--- src/fc_map.svh ---
// fc_map.svh: register map, field positions, reset values and timing counts of the
// flash operation controller. Assumes a 100 MHz clock and a 32-bit APB register port.
// Notes on behaviour
// - Program suspend request sets op-done after about 9.4 us plus four clocks.
// - Erase suspend request sets op-done after about 16 us plus four clocks.
// - Clearing both suspend bits with high voltage enabled resumes and drops op-done.
// - High-voltage enable rising from idle with the array ready starts the operation and clears op-done at once.
// - High-voltage enable falling aborts; op-done set within 20.8 us plus four clocks.
// - Leaving low power holds the array not ready for 45 us plus seven clocks.
// - Integrity-check enable rising from idle with the array ready starts a check and clears check-done at once.
// - Clearing both check suspend and breakpoint control resumes and clears check-done.
// - Check enable falling aborts integrity check; done within 80 ns plus fifteen clocks.
// - Check suspend during integrity check sets check-done within the same bound.
// - Margin read abort sets check-done between 10.36 and 20.42 us plus four clocks.
// - Margin read suspend sets check-done within that same window.
// - Sequential misses save as many clocks as the pipeline setting, one fewer at wait 0 with pipeline 3.
// - Integrity check reads 512, 1024, 2048 or 8192 locations by block size.
`ifndef FC_MAP_SVH
`define FC_MAP_SVH

`define FC_OFS_CFG 8'h00
`define FC_OFS_STAT 8'h04
`define FC_OFS_TEST 8'h08
`define FC_OFS_PCFG 8'h0c
`define FC_OFS_IRQ 8'h10
`define FC_OFS_MASK 8'h14

`define FC_CFG_W 5
`define FC_CFG_HVE 0
`define FC_CFG_PSP 1
`define FC_CFG_ESP 2
`define FC_CFG_ERASE 3
`define FC_CFG_LPM 4
`define FC_CFG_RST 5'h00

`define FC_STAT_W 6
`define FC_STAT_OPDONE 0
`define FC_STAT_CKDONE 1
`define FC_STAT_READY 2
`define FC_STAT_OPBUSY 3
`define FC_STAT_CKBUSY 4
`define FC_STAT_HALTED 5

`define FC_TEST_W 6
`define FC_TEST_EN 0
`define FC_TEST_SUSP 1
`define FC_TEST_BP 2
`define FC_TEST_MARGIN 3
`define FC_TEST_BLK 4
`define FC_TEST_RST 6'h00

`define FC_PCFG_W 6
`define FC_PCFG_WAIT 0
`define FC_PCFG_PIPE 4
`define FC_PCFG_RST 6'h12

`define FC_IRQ_W 3
`define FC_IRQ_OPDONE 0
`define FC_IRQ_CKDONE 1
`define FC_IRQ_READY 2

`define FC_LAST_16K 13'h01ff
`define FC_LAST_32K 13'h03ff
`define FC_LAST_64K 13'h07ff
`define FC_LAST_256K 13'h1fff

`define FC_RD_BASE 4'h3
`define FC_RD_HIT 4'h1

`define FC_CLK_NS 10
`define FC_T_PROG_SUSP_NS 9400
`define FC_T_ERASE_SUSP_NS 16000
`define FC_T_OP_ABORT_NS 20800
`define FC_T_MARGIN_STOP_NS 10360
`define FC_T_CHECK_STOP_NS 80
`define FC_T_WAKE_NS 45000
`define FC_PROG_SUSP_CYC (`FC_T_PROG_SUSP_NS / `FC_CLK_NS + 4)
`define FC_ERASE_SUSP_CYC (`FC_T_ERASE_SUSP_NS / `FC_CLK_NS + 4)
`define FC_OP_ABORT_CYC (`FC_T_OP_ABORT_NS / `FC_CLK_NS + 4)
`define FC_MARGIN_STOP_CYC ((`FC_T_MARGIN_STOP_NS + `FC_CLK_NS - 1) / `FC_CLK_NS + 4)
`define FC_CHECK_STOP_CYC (`FC_T_CHECK_STOP_NS / `FC_CLK_NS + 15)
`define FC_WAKE_CYC (`FC_T_WAKE_NS / `FC_CLK_NS + 7)
`define FC_OP_CYC 1000

`endif

--- src/fc_pkg.sv ---
// fc_pkg.sv: state types of the flash operation controller.
// Assumes the constants of fc_map.svh are included where needed.
package fc_pkg;
   typedef enum logic [2:0] {OP_IDLE, OP_RUN, OP_SUSPENDING, OP_SUSPENDED, OP_ABORTING} fc_op_t;
   typedef enum logic [1:0] {CK_IDLE, CK_READ, CK_STOP, CK_HALT} fc_ck_t;
endpackage

--- src/fc_rd_if.sv ---
// fc_rd_if.sv: one flash read request and its completion strobe.
// Assumes one request is in flight at a time.
`timescale 1ns/1ps
interface fc_rd_if;
   logic valid;
   logic ready;
   logic hit;
   logic seq;
   logic done;
   modport ctrl (output valid, output hit, output seq, input ready, input done);
   modport tmr (input valid, input hit, input seq, output ready, output done);
endinterface

--- src/fc_timer.sv ---
// fc_timer.sv: loadable down counter that reports when it has run out.
// Assumes the owner loads it before it looks at the zero flag.
`timescale 1ns/1ps
module fc_timer #(
   parameter int W = 16
) (
   input wire logic i_clk,
   input wire logic i_rst_n,
   input wire logic i_load,
   input wire logic [W-1:0] i_value,
   input wire logic i_run,
   output logic o_zero
);
   logic [W-1:0] count_reg;

   // Load wins over counting; the count rests at zero until reloaded.
   always_ff @(posedge i_clk or negedge i_rst_n) begin
      if (!i_rst_n) begin
         count_reg <= '0;
      end else if (i_load) begin
         count_reg <= i_value;
      end else if (i_run && count_reg != '0) begin
         count_reg <= count_reg - 1'b1;
      end
   end

   assign o_zero = (count_reg == '0);
endmodule

--- src/fc_rd_timer.sv ---
// fc_rd_timer.sv: paces flash reads by wait states, pipelining and mini-cache hits.
// Assumes the requester holds valid until ready and accepts done as a pulse.
`timescale 1ns/1ps
`include "fc_map.svh"
module fc_rd_timer (
   input wire logic i_clk,
   input wire logic i_rst_n,
   input wire logic [2:0] i_wait,
   input wire logic [1:0] i_pipe,
   fc_rd_if.tmr rd
);
   logic busy_reg;
   logic [3:0] cnt_reg;
   logic [3:0] lat_miss;
   logic [3:0] lat_cut;
   logic [3:0] lat;
   logic accept;

   assign lat_miss = `FC_RD_BASE + {1'b0, i_wait};
   assign lat_cut = rd.seq ? lat_miss - {2'b00, i_pipe} : lat_miss;
   // hit latency; a read never takes under one clock.
   assign lat = rd.hit ? `FC_RD_HIT : ((lat_cut == 4'h0) ? `FC_RD_HIT : lat_cut);
   assign rd.done = busy_reg && (cnt_reg == 4'h0);
   assign rd.ready = !busy_reg || rd.done;
   assign accept = rd.valid && rd.ready;

   // A new read may start in the cycle the previous one completes.
   always_ff @(posedge i_clk or negedge i_rst_n) begin
      if (!i_rst_n) begin
         busy_reg <= 1'b0;
         cnt_reg <= 4'h0;
      end else if (accept) begin
         busy_reg <= 1'b1;
         cnt_reg <= lat - 4'h1;
      end else if (rd.done) begin
         busy_reg <= 1'b0;
      end else if (busy_reg) begin
         cnt_reg <= cnt_reg - 4'h1;
      end
   end
endmodule

--- src/fc_flash_ctrl.sv ---
// fc_flash_ctrl.sv: flash program/erase and integrity check sequencer with APB registers.
// Assumes a single 100 MHz clock, an APB master and one outstanding read on the read port.
//
// Design decisions made here: the placing of the registers and the APB interface to the registers.
`timescale 1ns/1ps
`include "fc_map.svh"
module fc_flash_ctrl
   import fc_pkg::*;
#(
   parameter int unsigned P_OP_CYCLES = `FC_OP_CYC,
   parameter int unsigned P_WAKE_CYCLES = `FC_WAKE_CYC
) (
   input wire logic i_mclk,
   input wire logic i_rst_n,
   input wire logic i_psel,
   input wire logic i_penable,
   input wire logic i_pwrite,
   input wire logic [7:0] i_paddr,
   input wire logic [31:0] i_pwdata,
   output logic [31:0] o_prdata,
   output logic o_pready,
   output logic o_pslverr,
   input wire logic i_rd_valid,
   input wire logic i_rd_hit,
   input wire logic i_rd_seq,
   output logic o_rd_ready,
   output logic o_rd_done,
   output logic o_op_done,
   output logic o_chk_done,
   output logic o_array_ready,
   output logic o_irq
);
   logic rst_meta_reg;
   logic rst_sync_reg;
   logic rst_n;
   logic [`FC_CFG_W-1:0] module_config_reg;
   logic [`FC_CFG_W-1:0] cfg_next;
   logic [`FC_TEST_W-1:0] user_test_reg;
   logic [`FC_TEST_W-1:0] test_next;
   logic [`FC_PCFG_W-1:0] platform_flash_config_reg;
   logic [`FC_PCFG_W-1:0] pcfg_next;
   logic [`FC_IRQ_W-1:0] irq_stat_reg;
   logic [`FC_IRQ_W-1:0] irq_stat_next;
   logic [`FC_IRQ_W-1:0] irq_mask_reg;
   logic [`FC_IRQ_W-1:0] irq_mask_next;
   logic [`FC_IRQ_W-1:0] irq_event;
   logic [`FC_IRQ_W-1:0] irq_w1c;
   logic [`FC_STAT_W-1:0] stat_word;
   logic [31:0] prdata_reg;
   logic [31:0] rd_mux;
   fc_op_t op_state_reg;
   fc_op_t op_next;
   fc_ck_t ck_state_reg;
   fc_ck_t ck_next;
   logic op_done_reg;
   logic op_done_next;
   logic ck_done_reg;
   logic ck_done_next;
   logic ready_reg;
   logic ready_next;
   logic wake_act_reg;
   logic wake_act_next;
   logic op_dly_load;
   logic [15:0] op_dly_val;
   logic op_dly_zero;
   logic op_prog_load;
   logic op_prog_zero;
   logic ck_dly_load;
   logic ck_dly_zero;
   logic wake_zero;
   logic [12:0] ck_addr_reg;
   logic [12:0] ck_last;
   logic ck_first_reg;
   logic ck_abort_reg;
   logic ck_abort_next;
   logic owner_ck_reg;
   logic ck_owns;
   logic ck_valid;
   logic ck_rd_done;
   logic rd_accept;
   fc_rd_if rd_bus ();

   // Release the asynchronous reset through two flops so all state leaves reset together.
   always_ff @(posedge i_mclk or negedge i_rst_n) begin
      if (!i_rst_n) begin
         rst_meta_reg <= 1'b0;
         rst_sync_reg <= 1'b0;
      end else begin
         rst_meta_reg <= 1'b1;
         rst_sync_reg <= rst_meta_reg;
      end
   end
   assign rst_n = rst_sync_reg;

   // APB decode; the slave never inserts wait states.
   wire acc = i_psel && i_penable;
   wire wr_en = acc && i_pwrite;
   wire sel_cfg = (i_paddr == `FC_OFS_CFG);
   wire sel_stat = (i_paddr == `FC_OFS_STAT);
   wire sel_test = (i_paddr == `FC_OFS_TEST);
   wire sel_pcfg = (i_paddr == `FC_OFS_PCFG);
   wire sel_irq = (i_paddr == `FC_OFS_IRQ);
   wire sel_mask = (i_paddr == `FC_OFS_MASK);
   wire hit_any = sel_cfg || sel_stat || sel_test || sel_pcfg || sel_irq || sel_mask;
   assign o_pready = 1'b1;
   assign o_pslverr = acc && !hit_any;
   assign o_prdata = prdata_reg;

   // Next register values; the sequencers act on these so a write takes effect on its own edge.
   assign cfg_next = (wr_en && sel_cfg) ? i_pwdata[`FC_CFG_W-1:0] : module_config_reg;
   assign test_next = (wr_en && sel_test) ? i_pwdata[`FC_TEST_W-1:0] : user_test_reg;
   assign pcfg_next = (wr_en && sel_pcfg) ? i_pwdata[`FC_PCFG_W-1:0] : platform_flash_config_reg;
   assign irq_mask_next = (wr_en && sel_mask) ? i_pwdata[`FC_IRQ_W-1:0] : irq_mask_reg;
   assign irq_w1c = (wr_en && sel_irq) ? i_pwdata[`FC_IRQ_W-1:0] : '0;

   // Control bit views: current value and value after this edge's write.
   wire hve_q = module_config_reg[`FC_CFG_HVE];
   wire hve_n = cfg_next[`FC_CFG_HVE];
   wire psp_n = cfg_next[`FC_CFG_PSP];
   wire esp_n = cfg_next[`FC_CFG_ESP];
   wire erase_n = cfg_next[`FC_CFG_ERASE];
   wire lpm_q = module_config_reg[`FC_CFG_LPM];
   wire lpm_n = cfg_next[`FC_CFG_LPM];
   wire hve_rise = hve_n && !hve_q;
   wire ck_en_q = user_test_reg[`FC_TEST_EN];
   wire ck_en_n = test_next[`FC_TEST_EN];
   wire ck_sus_n = test_next[`FC_TEST_SUSP];
   wire ck_bp_n = test_next[`FC_TEST_BP];
   wire margin_n = test_next[`FC_TEST_MARGIN];
   wire [1:0] blk_q = user_test_reg[`FC_TEST_BLK +: 2];
   wire ck_en_rise = ck_en_n && !ck_en_q;
   wire lpm_fall = lpm_q && !lpm_n;
   wire [2:0] wait_q = platform_flash_config_reg[`FC_PCFG_WAIT +: 3];
   wire [1:0] pipe_q = platform_flash_config_reg[`FC_PCFG_PIPE +: 2];

   // Status word shows the sequencers' own state.
   assign stat_word[`FC_STAT_OPDONE] = op_done_reg;
   assign stat_word[`FC_STAT_CKDONE] = ck_done_reg;
   assign stat_word[`FC_STAT_READY] = ready_reg;
   assign stat_word[`FC_STAT_OPBUSY] = (op_state_reg != OP_IDLE);
   assign stat_word[`FC_STAT_CKBUSY] = (ck_state_reg != CK_IDLE);
   assign stat_word[`FC_STAT_HALTED] = (op_state_reg == OP_SUSPENDED) || (ck_state_reg == CK_HALT);

   // Read data is captured in the setup cycle, so the access phase can finish at once.
   assign rd_mux = sel_cfg ? {{(32-`FC_CFG_W){1'b0}}, module_config_reg} :
                   sel_stat ? {{(32-`FC_STAT_W){1'b0}}, stat_word} :
                   sel_test ? {{(32-`FC_TEST_W){1'b0}}, user_test_reg} :
                   sel_pcfg ? {{(32-`FC_PCFG_W){1'b0}}, platform_flash_config_reg} :
                   sel_irq ? {{(32-`FC_IRQ_W){1'b0}}, irq_stat_reg} :
                   sel_mask ? {{(32-`FC_IRQ_W){1'b0}}, irq_mask_reg} : 32'h0;

   // Program/erase sequencer.
   always_comb begin
      op_next = op_state_reg;
      op_dly_load = 1'b0;
      op_dly_val = 16'h0;
      op_prog_load = 1'b0;
      case (op_state_reg)
         OP_IDLE: begin
            if (hve_rise && ready_reg) begin
               op_next = OP_RUN;
               op_prog_load = 1'b1;
            end
         end
         OP_RUN: begin
            if (!hve_n) begin
               op_next = OP_ABORTING;
               op_dly_load = 1'b1;
               op_dly_val = 16'(`FC_OP_ABORT_CYC - 1);
            end else if (psp_n && !erase_n) begin
               op_next = OP_SUSPENDING;
               op_dly_load = 1'b1;
               op_dly_val = 16'(`FC_PROG_SUSP_CYC - 1);
            end else if (esp_n && erase_n) begin
               op_next = OP_SUSPENDING;
               op_dly_load = 1'b1;
               op_dly_val = 16'(`FC_ERASE_SUSP_CYC - 1);
            end else if (op_prog_zero) begin
               op_next = OP_IDLE;
            end
         end
         OP_SUSPENDING: begin
            if (!hve_n) begin
               op_next = OP_ABORTING;
               op_dly_load = 1'b1;
               op_dly_val = 16'(`FC_OP_ABORT_CYC - 1);
            end else if (!psp_n && !esp_n) begin
               op_next = OP_RUN;
            end else if (op_dly_zero) begin
               op_next = OP_SUSPENDED;
            end
         end
         OP_SUSPENDED: begin
            if (!hve_n) begin
               // Nothing is moving, so an abort here completes at once.
               op_next = OP_IDLE;
            end else if (!psp_n && !esp_n) begin
               op_next = OP_RUN;
            end
         end
         OP_ABORTING: begin
            if (op_dly_zero) begin
               op_next = OP_IDLE;
            end
         end
         default: begin
            op_next = OP_IDLE;
         end
      endcase
   end

   assign op_done_next = (op_next == OP_IDLE) || (op_next == OP_SUSPENDED);

   // Integrity check owns the read timer while it is reading.
   assign ck_owns = (ck_state_reg == CK_READ);
   assign ck_rd_done = owner_ck_reg && rd_bus.done;
   assign ck_last = (blk_q == 2'h0) ? `FC_LAST_16K :
                    (blk_q == 2'h1) ? `FC_LAST_32K :
                    (blk_q == 2'h2) ? `FC_LAST_64K : `FC_LAST_256K;
   wire ck_at_end = ck_rd_done && (ck_addr_reg == ck_last);
   assign ck_valid = ck_en_n && !ck_sus_n && !(ck_rd_done && (ck_at_end || ck_bp_n));

   // Integrity check and margin read sequencer.
   always_comb begin
      ck_next = ck_state_reg;
      ck_dly_load = 1'b0;
      ck_abort_next = ck_abort_reg;
      case (ck_state_reg)
         CK_IDLE: begin
            if (ck_en_rise && ready_reg) begin
               ck_next = CK_READ;
            end
         end
         CK_READ: begin
            if (!ck_en_n) begin
               ck_next = CK_STOP;
               ck_dly_load = 1'b1;
               ck_abort_next = 1'b1;
            end else if (ck_sus_n) begin
               ck_next = CK_STOP;
               ck_dly_load = 1'b1;
               ck_abort_next = 1'b0;
            end else if (ck_at_end) begin
               ck_next = CK_IDLE;
            end else if (ck_rd_done && ck_bp_n) begin
               ck_next = CK_HALT;
            end
         end
         CK_STOP: begin
            if (ck_dly_zero) begin
               ck_next = ck_abort_reg ? CK_IDLE : CK_HALT;
            end
         end
         CK_HALT: begin
            if (!ck_en_n) begin
               ck_next = CK_IDLE;
            end else if (!ck_sus_n && !ck_bp_n) begin
               ck_next = CK_READ;
            end
         end
         default: begin
            ck_next = CK_IDLE;
         end
      endcase
   end

   assign ck_done_next = (ck_next == CK_IDLE) || (ck_next == CK_HALT);

   assign wake_act_next = lpm_fall ? 1'b1 : (wake_zero ? 1'b0 : wake_act_reg);
   assign ready_next = !lpm_n && !wake_act_next;

   // Sticky interrupt flags; a new event wins over a same-cycle clear.
   assign irq_event[`FC_IRQ_OPDONE] = op_done_next && !op_done_reg;
   assign irq_event[`FC_IRQ_CKDONE] = ck_done_next && !ck_done_reg;
   assign irq_event[`FC_IRQ_READY] = ready_next && !ready_reg;
   assign irq_stat_next = (irq_stat_reg & ~irq_w1c) | irq_event;
   assign o_irq = |(irq_stat_reg & irq_mask_reg);

   // Register file and interrupt state.
   always_ff @(posedge i_mclk or negedge rst_n) begin
      if (!rst_n) begin
         module_config_reg <= `FC_CFG_RST;
         user_test_reg <= `FC_TEST_RST;
         platform_flash_config_reg <= `FC_PCFG_RST;
         irq_stat_reg <= '0;
         irq_mask_reg <= '0;
         prdata_reg <= 32'h0;
      end else begin
         module_config_reg <= cfg_next;
         user_test_reg <= test_next;
         platform_flash_config_reg <= pcfg_next;
         irq_stat_reg <= irq_stat_next;
         irq_mask_reg <= irq_mask_next;
         if (i_psel && !i_penable && !i_pwrite) begin
            prdata_reg <= rd_mux;
         end
      end
   end

   // Sequencer state and flags.
   always_ff @(posedge i_mclk or negedge rst_n) begin
      if (!rst_n) begin
         op_state_reg <= OP_IDLE;
         ck_state_reg <= CK_IDLE;
         op_done_reg <= 1'b1;
         ck_done_reg <= 1'b1;
         ready_reg <= 1'b1;
         wake_act_reg <= 1'b0;
         ck_abort_reg <= 1'b0;
      end else begin
         op_state_reg <= op_next;
         ck_state_reg <= ck_next;
         op_done_reg <= op_done_next;
         ck_done_reg <= ck_done_next;
         ready_reg <= ready_next;
         wake_act_reg <= wake_act_next;
         ck_abort_reg <= ck_abort_next;
      end
   end

   // Check address walks the block one read at a time.
   always_ff @(posedge i_mclk or negedge rst_n) begin
      if (!rst_n) begin
         ck_addr_reg <= 13'h0000;
         ck_first_reg <= 1'b1;
         owner_ck_reg <= 1'b0;
      end else begin
         if (ck_state_reg == CK_IDLE && ck_next == CK_READ) begin
            ck_addr_reg <= 13'h0000;
            ck_first_reg <= 1'b1;
         end else begin
            if (ck_owns && ck_rd_done && ck_en_n && !ck_sus_n) begin
               ck_addr_reg <= ck_addr_reg + 13'h0001;
            end
            if (ck_owns && rd_accept) begin
               ck_first_reg <= 1'b0;
            end
         end
         if (rd_accept) begin
            owner_ck_reg <= ck_owns;
         end
      end
   end

   // Shared read path; host reads stall while the check reads or the array wakes.
   assign rd_bus.valid = ck_owns ? ck_valid : (i_rd_valid && ready_reg);
   assign rd_bus.hit = ck_owns ? 1'b0 : i_rd_hit;
   assign rd_bus.seq = ck_owns ? !ck_first_reg : i_rd_seq;
   assign rd_accept = rd_bus.valid && rd_bus.ready;
   assign o_rd_ready = !ck_owns && ready_reg && rd_bus.ready;
   assign o_rd_done = rd_bus.done && !owner_ck_reg;
   assign o_op_done = op_done_reg;
   assign o_chk_done = ck_done_reg;
   assign o_array_ready = ready_reg;

   fc_rd_timer u_rd_timer (
      .i_clk(i_mclk),
      .i_rst_n(rst_n),
      .i_wait(wait_q),
      .i_pipe(pipe_q),
      .rd(rd_bus)
   );

   // Operation progress only advances while running, so suspend keeps its place.
   fc_timer #(.W(16)) u_op_prog (
      .i_clk(i_mclk),
      .i_rst_n(rst_n),
      .i_load(op_prog_load),
      .i_value(16'(P_OP_CYCLES - 1)),
      .i_run(op_state_reg == OP_RUN),
      .o_zero(op_prog_zero)
   );

   fc_timer #(.W(16)) u_op_dly (
      .i_clk(i_mclk),
      .i_rst_n(rst_n),
      .i_load(op_dly_load),
      .i_value(op_dly_val),
      .i_run(1'b1),
      .o_zero(op_dly_zero)
   );

   // Margin reads stop far slower than array integrity reads.
   fc_timer #(.W(16)) u_ck_dly (
      .i_clk(i_mclk),
      .i_rst_n(rst_n),
      .i_load(ck_dly_load),
      .i_value(margin_n ? 16'(`FC_MARGIN_STOP_CYC - 1) : 16'(`FC_CHECK_STOP_CYC - 1)),
      .i_run(1'b1),
      .o_zero(ck_dly_zero)
   );

   fc_timer #(.W(16)) u_wake (
      .i_clk(i_mclk),
      .i_rst_n(rst_n),
      .i_load(lpm_fall),
      .i_value(16'(P_WAKE_CYCLES - 1)),
      .i_run(wake_act_reg),
      .o_zero(wake_zero)
   );
endmodule

--- config.mk ---
export PLATFORM = sky130hd
export DESIGN_NAME = fc_flash_ctrl
export DESIGN_NICKNAME = d
export VERILOG_FILES = /design/src/fc_pkg.sv /design/src/fc_rd_if.sv /design/src/fc_timer.sv /design/src/fc_rd_timer.sv /design/src/fc_flash_ctrl.sv
export VERILOG_INCLUDE_DIRS = /design/src /design/src/src
export SDC_FILE = /design/constraint.sdc
export NUM_CORES = 1
export LEC_CHECK = 0
export BUFFER_PORTS_ARGS = -buffer_cell sky130_fd_sc_hd__clkbuf_2
export CORE_MARGIN = 1.5
export CORE_UTILIZATION = 45
export CTS_CLUSTER_SIZE = 8
export DETAILED_ROUTE_END_ITERATION = 10
export PLACE_DENSITY = 0.74
export SETUP_SLACK_MARGIN = 0.4
export SLEW_MARGIN = 20
export SYNTH_ARGS = -nofsm -noshare
export SYNTH_HDL_FRONTEND = slang
export SYNTH_SLANG_ARGS = --single-unit
--- constraint.sdc ---
create_clock -name i_mclk -period 4.9 [get_ports i_mclk]
set_clock_uncertainty 0.05 [all_clocks]
set_input_delay 0.98 -clock i_mclk [delete_from_list [all_inputs] [get_ports i_mclk]]
set_output_delay 0.98 -clock i_mclk [all_outputs]
set_load 0.03 [all_outputs]
=== After elaboration in Yosys (flattened, before gate mapping) ===
Index checks and enable logic that the tools add are counted.

* Bits in registers: 151

* Reduce and logical (&&, ||, !) cells: 101
* Equality and inequality tests: 20
* Bitwise operators: 4
* Muxes and demuxes: 77
* $add $sub $neg: 9

{| class="wikitable"
|+ Operators with widths
! cell !! count
|-
| $mux 16 || 8
|-
| $mux 13 || 5
|-
| $logic_not 16->1 || 4
|-
| $reduce_bool 16->1 || 4
|-
| $sub 16x1->16 const B || 4
|-
| $logic_and 1x1->1 || 42
|-
| $mux 3 || 14
|-
| $mux 11 || 3
|-
| $mux 4 || 7
|-
| $mux 12 || 2
|-
| $mux 6 || 4
|-
| $pmux 12 s2 || 1
|-
| $logic_not 1->1 || 20
|-
| $mux 1 || 20
|-
| $mux 2 || 9
|-
| $reduce_bool 2->1 || 9
|-
| $eq 8x4->1 const B || 2
|-
| $eq 8x5->1 const B || 2
|-
| $pmux 3 s5 || 1
|-
| $add 13x1->13 const B || 1
|-
| $eq 13x13->1 || 1
|-
| $logic_or 1x1->1 || 10
|-
| $eq 3x2->1 const B || 3
|-
| $eq 2x2->1 const B || 4
|-
| 22 further kinds || 31
|}

=== Logic depth before layout (Yosys ltp) ===
Gate-level depths: netlist (run 1).

* Depth in word-level cells: 15
* Gate-level depth with buffers: 15

=== Hierarchy ===
Synthesis (run 1) repeated with hierarchy kept, for this count alone.

* Cell total of the unflattened synthesis: 892
* Area total of the unflattened synthesis: 8057.7 um^2

{| class="wikitable"
|+ Modules (own cells, without submodules)
! module !! instances !! area each (um^2) !! cells an instance
|-
| fc_flash_ctrl || 1 || 3285.7 || 337
|-
| fc_timer at u_ck_dly ... || 2 || 1063.5 || 124
|-
| fc_timer at u_op_prog || 1 || 1054.8 || 124
|-
| fc_timer at u_wake || 1 || 1044.8 || 123
|-
| fc_rd_timer || 1 || 545.5 || 60
|}

=== Worst setup path after synthesis (run 1) ===
No wires, ideal clock.

* Path kind: input to register
* Start: in i_paddr[4]
* End: reg u_rd_timer.cnt_reg[2]
* Cell stages on the path: 12
* Setup time: 0.116 ns
* Buffers on the path: 1
* Setup slack: 1.629 ns
* Required time: 4.734 ns
* Data arrival time: 3.105 ns
* Path through: buf_6 nor4_4 nand4_4 mux2i_2 o2111ai_1 nand2_1 nand2_1 mux2i_1 ha_1 nand2b_1 a21bo_2 o311ai_0

* Longest elaborated chain between the ends: 11
* Elaborated cells between the ends (all ways): 15
* Those cells by class: eq/ne (2); mux (3); reduce/logical (10)

{| class="wikitable"
|+ Ends and longest elaborated chain
! item !! RTL line !! text
|-
| from (decl) || fc_flash_ctrl.sv:18 || <nowiki>input wire logic [7:0] i_paddr,</nowiki>
|-
| $eq 8x4->1 (no line) * || n/a ||
|-
| $logic_and 1x1->1 * || fc_flash_ctrl.sv:111 || <nowiki>assign test_next = (wr_en && sel_test) ? i_pwdata[`FC_TEST_W-1:0] : user_test_reg;</nowiki>
|-
| $mux 4 * || fc_flash_ctrl.sv:111 ||
|-
| $logic_or 1x1->1 || fc_flash_ctrl.sv:221 || <nowiki>assign ck_valid = ck_en_n && !ck_sus_n && !(ck_rd_done && (ck_at_end || ck_bp_n));</nowiki>
|-
| $logic_and 1x1->1 || fc_flash_ctrl.sv:221 ||
|-
| $logic_not 1->1 || fc_flash_ctrl.sv:221 ||
|-
| $logic_and 1x1->1 * || fc_flash_ctrl.sv:221 ||
|-
| $mux 1 * || fc_flash_ctrl.sv:346 || <nowiki>assign rd_bus.valid = ck_owns ? ck_valid : (i_rd_valid && ready_reg);</nowiki>
|-
| $logic_and 1x1->1 * || fc_rd_timer.sv:25 || <nowiki>assign accept = rd.valid && rd.ready;</nowiki>
|-
| $ne 2x2->1 (no line) / $reduce_bool 2->1 (equally long branches) || n/a ||
|-
| $reduce_and 2->1 (no line) || n/a ||
|-
| to (signal assigned) || fc_rd_timer.sv:34 || <nowiki>cnt_reg <= lat - 4'h1;</nowiki>
|-
| to (signal assigned) || fc_rd_timer.sv:38 || <nowiki>cnt_reg <= cnt_reg - 4'h1;</nowiki>
|-
| to (decl) || fc_rd_timer.sv:13 || <nowiki>logic [3:0] cnt_reg;</nowiki>
|}

Mark *: on every way between the ends. The rest lies on a longest branch, timed or not.
A chain may end at the register's enable or synchronous reset.

=== Worst setup path after layout (run 1) ===
Ends and elaborated chain as after synthesis.

==> results of run 1 <==
[logic make-up (layout without fill, tap and decap cells)]
family          count (synthesis)  count (layout)  share of synthesized area, %
fa+ha+maj                      11              11                          2.05
compound gates                129             129                          11.9
other cells                     2              29                         0.106
buf+inv                        75              99                          5.76
mux                            35              35                          5.90
flops                         125             125                          44.4
xor+xnor                       59              59                          7.31
simple gates                  312             312                          22.6
[metrics by stage]
| step | util [%] | cell area [sq um] |
|---|---|---|
| after CTS | 51.8 | 7910 |
| after floorplan | - | 7160 |
| after global routing | 51.8 | 7910 |
| after global placement | 48.1 | 7340 |
| after detailed placement | 48.1 | 7340 |
| final | 51.8 | 7910 |
[final cells by class]
class                           instances  area [sq um]  share of cell area, %
Tap cell                              211           264                   3.34
Antenna cell                            1          2.50                 0.0316
Multi-Input combinational cell        574          3620                   45.8
Inverter                               28           105                   1.33
Clock inverter                         12           121                   1.53
Sequential cell                       125          3140                   39.7
Clock buffer                           20           447                   5.65
Timing Repair Buffer                   39           208                   2.63
[metal layers]
metal | GRT usage (%) | vias to the layer above
met1 | 24.7 | 2649
li1 | - | 2652
met2 | 29.9 | 120
met4 | 8.06 | 0
met5 | 0 | -
met3 | 3.92 | 20
[Yosys cell counts, drive strengths merged, types with 3 or more instances]
| master | n | area, sq um |
|---|---|---|
| or2 | 6 | 37.5 |
| a21o | 3 | 22.5 |
| nor4 | 14 | 115 |
| nand2 | 87 | 327 |
| dfstp | 6 | 158 |
| a22o | 5 | 43.8 |
| o211ai | 7 | 52.6 |
| xnor2 | 29 | 254 |
| nand4 | 8 | 86.3 |
| o22a | 4 | 35.0 |
| o2111ai | 4 | 35.0 |
| a21oi | 37 | 193 |
| nor3b | 4 | 30.0 |
| a22oi | 3 | 22.5 |
| mux2 | 20 | 225 |
| and3 | 8 | 50.1 |
| buf | 34 | 253 |
| nand3b | 5 | 37.5 |
| nor3 | 23 | 120 |
| xor2 | 30 | 263 |
| nor2b | 9 | 56.3 |
| o31ai | 3 | 22.5 |
| o21ai | 34 | 170 |
| or4 | 7 | 52.6 |
| clkbuf | 13 | 48.8 |
| dfrtp | 119 | 2980 |
| mux2i | 13 | 146 |
| a2bb2oi | 3 | 26.3 |
| inv | 28 | 105 |
| nor2 | 77 | 289 |
| nand2b | 17 | 106 |
| ha | 10 | 125 |
| nand3 | 16 | 80.1 |
| o21a | 4 | 30.0 |
| or3 | 24 | 150 |
[worst register-to-register path, cell delays in order (launching register included)]
cell and delay (ns):
dfstp_2 0.58, inv_1 0.05, ha_1 0.35, inv_1 0.07, ha_1 0.27, nand2b_1 0.08, o2111ai_1 0.20, mux2i_1 0.26
o22ai_1 0.12, o211ai_1 0.22, and3_1 0.20, a21oi_1 0.05, ha_1 0.22, nand2b_1 0.14, a21bo_2 0.21, o311ai_0 0.09
[worst paths after layout]
path | startpoint | endpoint | depth (start not counted)
worst min-delay path | i_rst_n | rst_meta_reg | 1
min in group i_mclk | rst_meta_reg | rst_n | 0
worst max-delay path | i_paddr[4] | u_rd_timer.cnt_reg[2] | 12
max in group asynchronous | rst_n | o_prdata[5] | 1
worst max register to register | platform_flash_config_reg[1] | u_rd_timer.cnt_reg[2] | 15
worst min register to register | rst_meta_reg | rst_n | 0
[report_power, final]
| group | total [mW] | switching (mW) | internal (mW) | leakage (nW) |
|---|---|---|---|---|
| clock network | 1.21 | 0.453 | 0.755 | 0.275 |
| registers | 1.11 | 0.0386 | 1.08 | 1.52 |
| logic | 0.206 | 0.131 | 0.0746 | 1.65 |
| total | 2.53 | 0.623 | 1.90 | 3.45 |
==> metrics, run 1 <==
outcome=finished clean; Max IR drop VDD=272 uV; Layout Nets=844; grt total ovfl=0; power consumption=2.53 mW; Setup CP Type=input port to flip-flop; Max-slew headroom=between 40% and 50%; number of synthesis warnings=0; final hold violation count=0; clk slew on worst S/H paths=0.06 ns; endpoints failing setup=0; pwr/cell area=320 mW/mm^2; Non-Filler Instances=1010; Post-CTS Resized=0; pin count of the biggest net entering global routing=about 70; Die X-Extent=128 um; Die H=128 um; met1 WL=6750 um; R2R setup slack=1.62 ns; DR top layer=met4; Seq cells post-synth=125; placed wire-length estimate=9870 um; CP required=just over 5 ns; Min-Delay Path Class=input port to async pin; top_reg_cell synth=dfrtp_1; Starting Density=approximately 46%; first-pass GRT wire length=approximately 25000 um; Global Route Usage Sum=18.7%; Critical-path top delay cell=nor4_4; Achievable Freq=approximately 0.30 GHz; initial antenna violation count=1; Post-CTS Setup Inserts=0; GPL Wtd Cong=0.843; Clock Root Buffer=clkbuf_16; CP bufs+invs=1; Worst-Skew Late Latency=0.42 ns; most frequent cells in the layout=118 x dfrtp_1, 87 x nand2_1, 77 x nor2_1; Total Wirelength=14300 um; routed vias/inst=5.39; static leakage=3.45 nW; Post-synth EDFFs=0; clk buf depth=2; Final period util=68.6%; worst-margin pin slew=0.899 ns; sequential fraction of the synthesis area=44.4%; detailed route wirelength on metal2=6630 um; layout cell share with drive strength beyond 1=between 10% and 20%; hold buffers post-CTS=0; number of buffers created by CTS=17; Max-Cap Viols=0; Crit. End Element=flip-flop; initial DRC count=297; mapped cell area=0.00707 sq mm; DRC viols=0; PortBufs=34; CP peak stage delay=0.43 ns; pre-CTS setup slack=1.12 ns; vias in the first global route=5240; CTS H-tree depth=4; DIE AREA=0.0165 sq mm; post-route minimum period=3.36 ns; placed insts=977; crit start category=input port; Routed met3 length=just over 600 um; RSZ-0062 raised after global routing=false; P&R area growth vs syn=11.9%; Site Rows=between 40 and 50; setup TNS=0 ns; core area=0.0153 sq mm; Worst Slack Setup Final=1.54 ns; Synth cell types=approximately 70; WL/cell=around 14 um; cell family with most CP delay=simple AND/OR/NAND/NOR gates; post-synthesis cell count=748; most used cell, CP=nand2_1; antenna viol nets, final=0; fin. max-slew vios=0; IO Pins=88; fillcell total=between 1k and 1.5k; worst-path cell chain=clkbuf_2 -> nor4_4 -> nand4_4 -> mux2i_2 -> o2111ai_1 -> nand2_1 -> nand2_1 -> mux2i_1 -> ha_1 -> nand2b_1 -> a21bo_2 -> o311ai_0; arrival time of the worst setup path=approximately 3.6 ns; Initial DRT Pass Iterations=5; Vias=5441; CTS Sinks=125; commonest non-fill, non-tap cell in the layout=dfrtp_1; hold slack=0.290 ns; Async SR Flop Fraction=100%; worst-path fanout max=10; CTS tree=yes; syn_area_per_cell=9.45 sq um
(Power assumes the default switching activity.)
==> run 2: changes to the inputs <==
==> constraint.sdc (replaced) <==
create_clock -name i_mclk -period 3.1 [get_ports i_mclk]
set_clock_uncertainty 0.05 [all_clocks]
set_input_delay 0.62 -clock i_mclk [delete_from_list [all_inputs] [get_ports i_mclk]]
set_output_delay 0.62 -clock i_mclk [all_outputs]
set_load 0.03 [all_outputs]
==> metrics, run 2 (synthesis gave the netlist of run 1 again) <==
layout cell share with drive strength beyond 1=19.2% (+4.6 points); Die X-Extent=128 um (unchanged); number of buffers created by CTS=17 (unchanged); most frequent cells in the layout=115 x dfrtp_1, 87 x nand2_1, 75 x nor2_1; fillcell total=1343 (-2.3%); outcome=finished clean; core area=0.0153 sq mm (unchanged); Hold Startpoint=rst_meta_reg; placed wire-length estimate=10100 um (+2.3%); Min-Delay Path Depth=0; CTS Sinks=125 (unchanged); Total Wirelength=15200 um (+6.4%); Starting Density=46.3% (unchanged); Worst Hold End=rst_n; GPL Wtd Cong=0.811 (-3.7%); worst r2r dst=u_rd_timer.cnt_reg[2]; Max-slew headroom=56.1% (+16 points); initial DRC count=346 (+16%); WL/cell=14.7 um (+4.3%); arrival time of the worst setup path=3.25 ns (-0.36 ns); fin. max-slew vios=0 (unchanged); endpoints failing setup=0 (unchanged); vias in the first global route=5332 (+1.8%); crit start category=flip-flop; final hold violation count=0 (unchanged); pin count of the biggest net entering global routing=124 (+72%); Achievable Freq=0.336 GHz; antenna viol nets, final=0 (unchanged); placed insts=992 (+1.5%); pwr/cell area=489 mW/mm^2 (+53%); Multi-input gate area=0.00378 sq mm (+4.5%); post-route minimum period=between 2 and 3 ns; CTS H-tree depth=4 (unchanged); Clock Root Buffer=clkbuf_16; Vias=5581 (+2.6%); static leakage=3.61 nW (+4.4%); IO Pins=88 (unchanged); FF/Latch Area=0.00314 sq mm (+0.12%); Site Rows=45 (unchanged); worst-margin pin slew=0.658 ns (-0.241 ns); R2R setup slack=0.12 ns (-1.50 ns); initial antenna violation count=1 (unchanged); worst-path fanout max=3 (-7); Max IR drop VDD=381 uV (+40%); hold slack=0.306 ns (+0.0158 ns); Max-Cap Viols=0 (unchanged); clk buf depth=2 (unchanged); Layout Nets=866 (+2.6%); clk slew on worst S/H paths=0.06 ns (about the same); Final period util=approximately 96%; Initial DRT Pass Iterations=5 (unchanged); commonest non-fill, non-tap cell in the layout=dfrtp_1; CP peak stage delay=0.54 ns (+0.11 ns); DRC viols=0 (unchanged); first-pass GRT wire length=25700 um (+4.7%); Die H=128 um (unchanged); post-route cell area=0.00826 sq mm (+4.5%); DIE AREA=0.0165 sq mm (unchanged); Post-Route Utilization=54.2% (+2.3 points); P&R area growth vs syn=17.0%; CP required=3.37 ns (-1.78 ns); Non-Filler Instances=1031 (+2.1%); grt total ovfl=0 (unchanged); worst-path cell chain=inv_2 -> ha_4 -> fa_1 -> o211ai_1 -> a2bb2oi_1 -> o22a_1 -> o211ai_1 -> and3_1 -> a21oi_2 -> ha_4 -> nand2b_4 -> a21bo_2 -> o311ai_2; routed vias/inst=5.41 (+0.48%); placed inst area=0.00750 sq mm (+2.3%); Crit. End Element=flip-flop; Critical-path top delay cell=dfstp_2; worst r2r src=platform_flash_config_reg[1]; CTS tree=yes; RSZ-0062 raised after global routing=true; Worst-Skew Late Latency=0.42 ns (about the same); Min-Delay Path Class=flip-flop to flip-flop; Setup CP Type=flip-flop to flip-flop; PortBufs=34 (unchanged); reg2reg path depth=13 (-2); Global Route Usage Sum=19.6% (+0.94 points)
[run 2: cell types whose count changed in the layout (fill, tap and decap cells not counted), moves of 3 or more]
cell	previous run	this run
buf_4	5	24
dfrtp_1	118	115
dfrtp_2	0	3
o2111ai_1	4	1
o2111ai_2	0	3
[run 2: cell type report]
class / count / share of cell area (%)
inverters: 28 / 1.27
multi-input cells: 574 / 45.8
repair buffers: 61 / 4.81
diodes: 1 / 0.0303
flip-flops and latches: 125 / 38.0
clock inverters: 7 / 1.06
well taps: 211 / 3.19
clock buffers: 24 / 5.83
[run 2: what timing repair did]
action / CTS / global route
setup buffers: 3 / 2
setup endpoints to repair: 14 / 28
pin swaps: 7 / 6
cloned: 0 / 1
resized for setup: 5 / 27
hold buffers: 1 / 0
endpoints found under the hold margin: 2 / 0
[run 2: critical path, delay by kind of cell (launching register included)]
kind	cells	cell delay (ns)
adder cells (fa/ha/maj)	3	0.89
buffers and inverters	1	0.04
AO/OA/AOI/OAI	7	1.00
flip-flops	1	0.54
AND/OR/NAND/NOR	2	0.37
[run 2: through the flow]
step | setup TNS [ns] | power (mW) | worst slack (ns)
final | 0 | 4.04 | 0.121
after global routing | -0.0187 | 4.20 | -0.0187
after CTS | 0 | 4.06 | 0.166
after detailed placement | 0 | 2.12 | 0.0771
after global placement | 0 | 2.11 | 0.144
after floorplan | 0 | 2.06 | 0.259
[run 2: worst max-delay path by stage]
| stage | from | end | slack (ns) |
|---|---|---|---|
| after CTS | platform_flash_config_reg[1] | u_rd_timer.cnt_reg[2] | 0.17 |
| after floorplan | platform_flash_config_reg[1] | u_rd_timer.cnt_reg[2] | 0.26 |
| after detailed placement | platform_flash_config_reg[1] | u_rd_timer.cnt_reg[2] | 0.08 |
| after global routing | platform_flash_config_reg[1] | u_rd_timer.cnt_reg[2] | -0.02 |
| after global placement | platform_flash_config_reg[1] | u_rd_timer.cnt_reg[2] | 0.14 |
| final | platform_flash_config_reg[1] | u_rd_timer.cnt_reg[2] | 0.12 |
[run 2: routing by layer]
metal  GRT usage, %  routed length, um
met4           7.47                286
met5              0                  0
met1           25.8               6960
met3           4.80                755
met2           31.6               7200
[run 2: report_power, final]
part	internal [mW]	switching (mW)	leakage, nW	total (mW)
logic	0.127	0.215	1.81	0.342
registers	1.70	0.0658	1.52	1.77
clock network	1.24	0.697	0.280	1.93
total	3.06	0.978	3.61	4.04
